==> config.mk <==
export PLATFORM = sky130hd
export DESIGN_NAME = eaa_top
export DESIGN_NICKNAME = d
export VERILOG_FILES = /design/src/core/eaa_pkg.sv /design/src/core/eaa_dec_counter.sv /design/src/core/eaa_sync2.sv /design/src/core/eaa_top.sv
export VERILOG_INCLUDE_DIRS = /design/src /design/src/core
export SDC_FILE = /design/constraint.sdc
export NUM_CORES = 1
export LEC_CHECK = 0
export ABC_CLOCK_PERIOD_IN_PS = 2720
export BUFFER_PORTS_ARGS = -buffer_cell sky130_fd_sc_hd__buf_2
export CORE_ASPECT_RATIO = 0.9
export CORE_UTILIZATION = 50
export DETAILED_ROUTE_END_ITERATION = 12
export GPL_ROUTABILITY_DRIVEN = 0
export PLACE_DENSITY_LB_ADDON = 0.05
export SETUP_SLACK_MARGIN = 0.4
export SLEW_MARGIN = 5
export SYNTH_ARGS = -nofsm -noshare
export SYNTH_HDL_FRONTEND = slang
export SYNTH_SLANG_ARGS = --single-unit
==> constraint.sdc <==
create_clock -name clk -period 2.72 [get_ports clk]
set_input_delay 0.408 -clock clk [delete_from_list [all_inputs] [get_ports clk]]
set_output_delay 0.408 -clock clk [all_outputs]
set_load 0.1 [all_outputs]
==> src/core/eaa_consts.svh <==
// Constants for the error alert aggregator: register indices, field
// positions, reset values. Assumes a 32-bit APB with word-aligned registers.
`ifndef EAA_CONSTS_SVH
`define EAA_CONSTS_SVH

// ----------------------------------------
// Register indices (byte address = 4 * index)
// ----------------------------------------
`define EAA_IDX_CTRL      6'h10
`define EAA_IDX_FLAGS     6'h11
`define EAA_IDX_ENABLE    6'h12
`define EAA_IDX_SUMMARY   6'h13
`define EAA_IDX_THR       6'h14
`define EAA_IDX_GPIO_IN   6'h15
`define EAA_IDX_CNT0      6'h18
`define EAA_IDX_CNT_LAST  6'h1b

// ----------------------------------------
// Source counts and field positions
// ----------------------------------------
`define EAA_NLINK         4
`define EAA_NEVT          5
`define EAA_NSRC          9
`define EAA_FL_EVT_LO     4
`define EAA_FL_LFLT       4
`define EAA_FL_EOM        5
`define EAA_FL_REMOTE     7
`define EAA_CTRL_PIN_EN   0
`define EAA_CTRL_GPIO_OUT 1
`define EAA_CTRL_GPIO_OE  2

// ----------------------------------------
// Reset values and counter saturation limit
// ----------------------------------------
`define EAA_THR_RST       8'h01
`define EAA_CNT_MAX       8'hff
`define EAA_ENABLE_RST    9'h000

`endif

==> src/core/eaa_pkg.sv <==
// Types shared by the error alert aggregator modules.
// Assumes eaa_consts.svh is on the include path.
`default_nettype none
`include "eaa_consts.svh"

package eaa_pkg;

   // Single-cycle event inputs from the device functions
   typedef struct packed {
      logic safety;      // Safety monitor event
      logic remote;      // Alert forwarded from the remote link partner
      logic watermark;   // Buffer watermark error
      logic eom;         // Eye-opening monitor error
      logic line_fault;  // Line fault error
   } eaa_evt_t;

   // Two-signal view of the multi-function pin
   typedef struct packed {
      logic out;
      logic oe;
   } eaa_pin_t;

   // Register state of the top module
   typedef struct packed {
      logic                       pin_en;
      logic                       gpio_out;
      logic                       gpio_oe;
      logic [`EAA_NEVT-1:0]       evt_flags;
      logic [`EAA_NSRC-1:0]       enable;
      logic [7:0]                 thr;
      logic [`EAA_NLINK-1:0]      lock_prev;
      logic [31:0]                rdata;
   } eaa_top_st_t;

   typedef struct packed {
      logic [7:0] cnt;
   } eaa_cnt_st_t;

   typedef struct packed {
      logic s1;
      logic s2;
   } eaa_sync_st_t;

endpackage
`default_nettype wire

==> src/core/eaa_dec_counter.sv <==
// Saturating 8-bit decode-error counter with threshold flag.
// Assumes err_evt and clr are single-cycle pulses on clk.
`include "eaa_consts.svh"
`timescale 1ns/1ps
`default_nettype none

module eaa_dec_counter (
   input  wire logic       clk,
   input  wire logic       rst_b,
   input  wire logic       err_evt,
   input  wire logic       clr,
   input  wire logic [7:0] thr,
   output var  logic [7:0] cnt,
   output var  logic       decode_fault_flag
);
   import eaa_pkg::*;

   eaa_cnt_st_t st_q;
   eaa_cnt_st_t st_d;

   // Clear then count, so an error in the clearing cycle is not lost
   always_comb begin
      st_d = st_q;
      if (clr) begin
         st_d.cnt = err_evt ? 8'h01 : 8'h00;
      end else if (err_evt && st_q.cnt != `EAA_CNT_MAX) begin
         st_d.cnt = st_q.cnt + 8'h01;
      end
   end

   always_ff @(posedge clk or negedge rst_b) begin
      if (!rst_b) begin
         st_q <= '0;
      end else begin
         st_q <= st_d;
      end
   end

   assign cnt               = st_q.cnt;
   assign decode_fault_flag = (st_q.cnt >= thr);
endmodule // eaa_dec_counter
`default_nettype wire

==> src/core/eaa_sync2.sv <==
// Two-flop synchroniser for the multi-function pin input.
// Assumes the input is asynchronous to clk.
`include "eaa_consts.svh"
`timescale 1ns/1ps
`default_nettype none

module eaa_sync2 (
   input  wire logic clk,
   input  wire logic rst_b,
   input  wire logic d,
   output var  logic q
);
   import eaa_pkg::*;

   eaa_sync_st_t st_q;
   eaa_sync_st_t st_d;

   // First stage feeds only the second
   always_comb begin
      st_d    = st_q;
      st_d.s1 = d;
      st_d.s2 = st_q.s1;
   end

   always_ff @(posedge clk or negedge rst_b) begin
      if (!rst_b) begin
         st_q <= '0;
      end else begin
         st_q <= st_d;
      end
   end

   assign q = st_q.s2;

endmodule // eaa_sync2
`default_nettype wire

==> src/core/eaa_top.sv <==
// Error alert aggregator: latches error and event flags, gates each with
// its report enable and ORs them onto an open-drain active-low alert on a
// multi-function pin. Assumes an APB master on clk and event pulses from
// logic on the same clock.
`include "eaa_consts.svh"
`timescale 1ns/1ps
`default_nettype none

module eaa_top (
   input  wire logic                  clk,
   input  wire logic                  rst_b,
   // APB slave
   input  wire logic                  psel,
   input  wire logic                  penable,
   input  wire logic                  pwrite,
   input  wire logic [7:0]            paddr,
   input  wire logic [31:0]           pwdata,
   output var  logic [31:0]           prdata,
   output var  logic                  pready,
   output var  logic                  pslverr,
   // Error sources
   input  wire eaa_pkg::eaa_evt_t     evt,
   input  wire logic [3:0]            dec_err_evt,
   input  wire logic [3:0]            link_locked,
   input  wire logic                  auto_err_rst,
   // Multi-function pin and interrupt
   input  wire logic                  mfp_in,
   output var  eaa_pkg::eaa_pin_t     multi_function_pin,
   output var  logic                  irq
);
   import eaa_pkg::*;

   // ----------------------------------------
   // Declarations
   // ----------------------------------------
   eaa_top_st_t              st_q;
   eaa_top_st_t              st_d;
   logic [5:0]               idx;
   logic                     setup;
   logic                     rd_acc;
   logic                     wr_acc;
   logic                     mapped;
   logic [`EAA_NLINK-1:0]    dec_flag;
   logic [`EAA_NLINK-1:0]    cnt_clr;
   logic [7:0]               cnt [`EAA_NLINK];
   logic [`EAA_NSRC-1:0]     status;
   logic [`EAA_NSRC-1:0]     gated;
   logic                     alert_act;
   logic                     gpio_in;
   logic [31:0]              rd_mux;

   // ----------------------------------------
   // APB decode
   // ----------------------------------------

   // Zero wait state: read data is captured in setup, so pready stays high
   assign idx     = paddr[7:2];
   assign setup   = psel && !penable;
   assign rd_acc  = psel && penable && !pwrite;
   assign wr_acc  = psel && penable && pwrite;
   assign pready  = 1'b1;
   assign pslverr = psel && penable && !mapped;

   // Only word-aligned hits on known indices are mapped
   always_comb begin
      mapped = 1'b0;
      if (paddr[1:0] == 2'b00) begin
         mapped = (idx >= `EAA_IDX_CTRL && idx <= `EAA_IDX_GPIO_IN) ||
                  (idx >= `EAA_IDX_CNT0 && idx <= `EAA_IDX_CNT_LAST);
      end
   end

   // ----------------------------------------
   // Decode-error counters, one per link
   // ----------------------------------------

   // Read-to-clear misses an error landing between setup and access and drops it;
   // an error in the access cycle itself is counted as one and kept
   generate
      for (genvar i = 0; i < `EAA_NLINK; i++) begin : g_link
         assign cnt_clr[i] = (rd_acc && mapped && idx == `EAA_IDX_CNT0 + 6'(i)) ||
                             auto_err_rst ||
                             (link_locked[i] && !st_q.lock_prev[i]);
         eaa_dec_counter u_cnt (
            .clk               (clk),
            .rst_b             (rst_b),
            .err_evt           (dec_err_evt[i]),
            .clr               (cnt_clr[i]),
            .thr               (st_q.thr),
            .cnt               (cnt[i]),
            .decode_fault_flag (dec_flag[i])
         );
      end
   endgenerate

   // ----------------------------------------
   // Pin input synchroniser
   // ----------------------------------------
   eaa_sync2 u_sync (
      .clk   (clk),
      .rst_b (rst_b),
      .d     (mfp_in),
      .q     (gpio_in)
   );

   // ----------------------------------------
   // Alert gating
   // ----------------------------------------

   // Every source stays visible in status even when its enable is off
   assign status    = {st_q.evt_flags, dec_flag};
   assign gated     = status & st_q.enable;
   assign alert_act = |gated;
   assign irq       = alert_act;

   // Alert mode is active low, open drain: only drives zero, idles via pull-up; GPIO mode drives gpio_out under gpio_oe
   always_comb begin
      if (st_q.pin_en) begin
         multi_function_pin.out = 1'b0;
         multi_function_pin.oe  = alert_act;
      end else begin
         multi_function_pin.out = st_q.gpio_out;
         multi_function_pin.oe  = st_q.gpio_oe;
      end
   end

   // ----------------------------------------
   // Read data mux
   // ----------------------------------------
   always_comb begin
      rd_mux = 32'h0000_0000;
      if (idx == `EAA_IDX_CTRL) begin
         rd_mux[`EAA_CTRL_PIN_EN]   = st_q.pin_en;
         rd_mux[`EAA_CTRL_GPIO_OUT] = st_q.gpio_out;
         rd_mux[`EAA_CTRL_GPIO_OE]  = st_q.gpio_oe;
      end else if (idx == `EAA_IDX_FLAGS) begin
         rd_mux[`EAA_NSRC-1:0] = status;
      end else if (idx == `EAA_IDX_ENABLE) begin
         rd_mux[`EAA_NSRC-1:0] = st_q.enable;
      end else if (idx == `EAA_IDX_SUMMARY) begin
         rd_mux[0] = alert_act;
      end else if (idx == `EAA_IDX_THR) begin
         rd_mux[7:0] = st_q.thr;
      end else if (idx == `EAA_IDX_GPIO_IN) begin
         rd_mux[0] = gpio_in;
      end else if (idx >= `EAA_IDX_CNT0 && idx <= `EAA_IDX_CNT_LAST) begin
         rd_mux[7:0] = cnt[2'(idx - `EAA_IDX_CNT0)];
      end
   end

   // ----------------------------------------
   // Next state
   // ----------------------------------------
   always_comb begin
      st_d           = st_q;
      st_d.lock_prev = link_locked;
      if (setup) begin
         st_d.rdata = mapped ? rd_mux : 32'h0000_0000;
      end
      // Write-one-to-clear, but a new event in the same cycle wins
      if (wr_acc && mapped && idx == `EAA_IDX_FLAGS) begin
         st_d.evt_flags = st_q.evt_flags &
                          ~pwdata[`EAA_NSRC-1:`EAA_FL_EVT_LO];
      end
      st_d.evt_flags = st_d.evt_flags | evt;
      if (wr_acc && mapped) begin
         unique case (idx)
            `EAA_IDX_CTRL: begin
               st_d.pin_en   = pwdata[`EAA_CTRL_PIN_EN];
               st_d.gpio_out = pwdata[`EAA_CTRL_GPIO_OUT];
               st_d.gpio_oe  = pwdata[`EAA_CTRL_GPIO_OE];
            end
            `EAA_IDX_ENABLE: begin
               st_d.enable = pwdata[`EAA_NSRC-1:0];
            end
            `EAA_IDX_THR: begin
               st_d.thr = pwdata[7:0];
            end
            default: begin
               st_d.rdata = st_d.rdata;                                     // Flags (W1C above) or read-only index
            end
         endcase
      end
   end

   // ----------------------------------------
   // State register
   // ----------------------------------------
   always_ff @(posedge clk or negedge rst_b) begin
      if (!rst_b) begin
         st_q           <= '0;
         st_q.pin_en    <= 1'b1;
         st_q.enable    <= `EAA_ENABLE_RST;
         st_q.thr       <= `EAA_THR_RST;
         st_q.lock_prev <= '1;
      end else begin
         st_q <= st_d;
      end
   end

   assign prdata = st_q.rdata;

   logic pin_level;
   assign pin_level = !(multi_function_pin.oe && !multi_function_pin.out);

   // Short name for the eye-monitor flag used by the clear checks
   logic eom_flag;
   assign eom_flag = st_q.evt_flags[`EAA_FL_EOM - `EAA_FL_EVT_LO];

   // Every link's counter clears on relock and on the automatic reset;
   // threshold zero keeps the flag up on purpose, so it is left out
   generate
      for (genvar j = 0; j < `EAA_NLINK; j++) begin : g_clr_chk

      end
   endgenerate
endmodule // eaa_top
`default_nettype wire
==> results.ini <==
[synthesis]
synth_area_leader_cell = dfrtp_1
synth_cell_type_count = 56
synth_top_area_share_pct = 35.2
async_flop_share_pct = 100
syn_area_per_cell_um2 = 9.66
synth_area_mm2 = 0.00469
ys_seq_area_share_pct = 38.6
synth_edf_count = 0
syn_inst = 485
synth_seq_cells = 72
synth_ff_type = dfrtp_1
yosys_warnings = 0
synthTopCellsByArea = dfrtp_1 35%, ha_1 9.6%, buf_4 5.4%

[place]
io_buffers = 49
hpwl_mm = 9.77

[final_layout]
drive_above_1_share_pct = 27.3
fin_nets = 678
syn2layout_area_growth_pct = 19.9
antennaDiodeCount = 0

[timing]
slew_headroom_pct = 59.2
worstMarginPinSlew_ns = 0.613
period_share_pct = 118
clock_skew_ns = 0.00926
slew_violations = 0
hold_viol = 0
setup_viol = 2
timing.hold.ws_ns = 0.0428
final.min_clock_period_ns = 3.21
max_freq_mhz = 312
rsz0062_at_grt = yes
setup_slack_ns = -0.488

[pwr]
p_clk_share_pct = 36.8
p_total_w = 0.00242
p_sw_w = 0.000775
comb_power_share_pct = 17.6
p_leak_nw = 2.74
p_seq_share_pct = 45.6
vdd_drop_max_mv = 0.343
power_density_mw_per_mm2 = 430
swShare_pct = 32.0
p_int_w = 0.00164

[detailed_routing]
drt-pass1-iter-count = 5
wl_per_cell_um = 17.4
viasPerCell = 5.49
vias = 3894
drcViolationCount = 0
drt_wl_total_mm = 12.4
antenna_left = 0
drt-initial-drc-count = 240

[status]
status = complete, but fails checks
violations = negative setup slack

[hold_path]
min_path_type = primary input to async pin

[global_route]
grt.overflow.total = 0
grt_max_degree = 28
grt_pass1_vias = 3667
antenna_found_initial = 0
grt_usage_pct = 27.2
grt_pass1_wl_mm = 19.7

[setup_path]
path_cells = ha_1 -> nand2b_1 -> a2111oi_4 -> o211ai_1 -> a221o_4 -> mux2_4 -> buf_12
regToRegSetupSlack_ns = 0.21
start_kind = flop
crit_fanout = 5
crit_required_ns = 2.31
reg2regPathDepth = 8
crit_type = flop to output pin
worstSetupEndpointType = output pin
slowest_stage = dfstp_2
cpLargestDelayFamily = compound AO/OA/AOI/OAI gates
crit_arrival_ns = 2.80
max_stage_delay_ns = 0.61
worst-path-buf-inv = 1
r2r_end = prdata[0]$_DFFE_PN0P_
r2r-start = st_q[36]$_DFFE_PN1P_

[clock_tree]
clock_latency_ns = 0.37
clkTransAtPathRegs_ns = 0.09
cts_tree = done
hold_buffers = 0
cts_num_sinks = 72
clockBufferDepth = 2
cts_root_buffer = clkbuf_8
htreeDepth = 3
numCtsBuffers = 9

[job]
maxCapViolations = 0

[die]
die_h_um = 93.9
die_area_mm2 = 0.00977
core-area_mm2 = 0.00913
io_pins = 97
core.rowCount = 33
start_util_pct = 51.4
die_w_um = 104

-- worst max-delay path by stage --
stage                               startpoint                    end  slack, ns  cells past startpoint
after floorplan           st_q[36]$_DFFE_PN1P_  multi_function_pin[0]      -0.16                      7
after global placement    st_q[36]$_DFFE_PN1P_  multi_function_pin[0]      -0.19                      7
after detailed placement  st_q[36]$_DFFE_PN1P_  multi_function_pin[0]      -0.22                      8
after CTS                 st_q[36]$_DFFE_PN1P_  multi_function_pin[0]      -0.49                      8
after global routing      st_q[36]$_DFFE_PN1P_  multi_function_pin[0]      -0.59                      7
final                     st_q[36]$_DFFE_PN1P_  multi_function_pin[0]      -0.49                      7
-- synth_stat cells, drive strengths merged, types with 6 or more instances --
library cell  count
inv              23
a21oi            15
nand3            18
mux4              8
dfstp             6
o22ai             6
nor2b             9
nor3              6
nor2             47
nand2b            7
xnor2            18
ha               36
nand4             8
o21ai            39
buf              44
mux2             12
dfrtp            66
xor2              9
nand2            43
a21o              7
a22oi            11
-- registers in the layout, summed over array words and instances, names as in the netlist --
| name | flops |
|---|---|
| g_link.u_cnt.cnt | 32 |
| st_q | 28 |
| prdata | 9 |
| eom_flag | 1 |
| u_sync.q | 1 |
| u_sync.st_d | 1 |
-- power groups by stage --
stage	registers, W	clock network (W)	logic [W]
2_1_floorplan	0.00112	0	0.000311
3_3_place_gp	0.00112	0	0.000412
3_5_place_dp	0.00112	0	0.000420
4_1_cts	0.00110	0.000911	0.000422
5_1_grt	0.00110	0.000967	0.000455
6_report	0.00110	0.000891	0.000424
-- logic make-up after synthesis --
logic type	after synthesis	share of synthesized area (%)
AO/OA/AOI/OAI	107	15.4
other	2	0.160
adder cells (fa/ha/maj)	36	9.61
multiplexers	23	7.37
AND/OR/NAND/NOR	149	15.4
flip-flops	72	38.6
XOR/XNOR	27	5.05
buffers and inverters	69	8.46
-- metal layers --
| metal | vias up | GRT usage [%] | share of wire, % |
|---|---|---|---|
| li1 | 1869 | - | - |
| met5 | - | 0 | 0 |
| met4 | 0 | 7.98 | 1.7 |
| met3 | 15 | 7.21 | 6.6 |
| met2 | 146 | 42.0 | 45 |
| met1 | 1864 | 37.5 | 47 |
-- placed cells by master (no fill, tap or decap), drive strengths merged, types with 3 or more instances in the layout --
cell	instances
nand3	18
clkinv	3
inv	25
xor2	9
nor2b	9
a21o	7
o22ai	6
or2	3
nor3	6
a21oi	15
mux2	12
nand2	43
a221o	5
nand4	8
nor2	47
a22oi	11
clkbuf	9
dfstp	6
dfrtp	66
xnor2	18
o21ai	39
nand2b	7
mux4	8
o21a	4
buf	110
conb	24
ha	36
mux2i	3
-- what timing repair did --
| item | 4_1_cts | 5_1_grt |
|---|---|---|
| endpoints found under the setup margin | 3 | 5 |
| pin swaps | 3 | 2 |
| setup buffers | 2 | 0 |
| resized for setup | 11 | 3 |
-- layout make-up --
type	count	area, µm²
flip-flops and latches	72	1810
clock inverters	7	80.1
well taps	122	153
inverters	23	86.3
multi-input cells	366	2630
repair buffers	110	737
clock buffers	9	124
fillers	793	3510
-- per-stage QoR --
step	util, %	worst slack [ns]	cell area, µm²	std cells	setup TNS [ns]
6_report	61.6	-0.488	5620	709	-0.939
4_1_cts	61.3	-0.489	5600	709	-0.933
3_3_place_gp	58.5	-0.192	5340	691	-0.258
5_1_grt	61.6	-0.593	5620	709	-1.15
2_1_floorplan	-	-0.156	4810	507	-0.156
3_5_place_dp	58.5	-0.216	5340	691	-0.306
No activity file was read; power rests on OpenSTA's default activity.
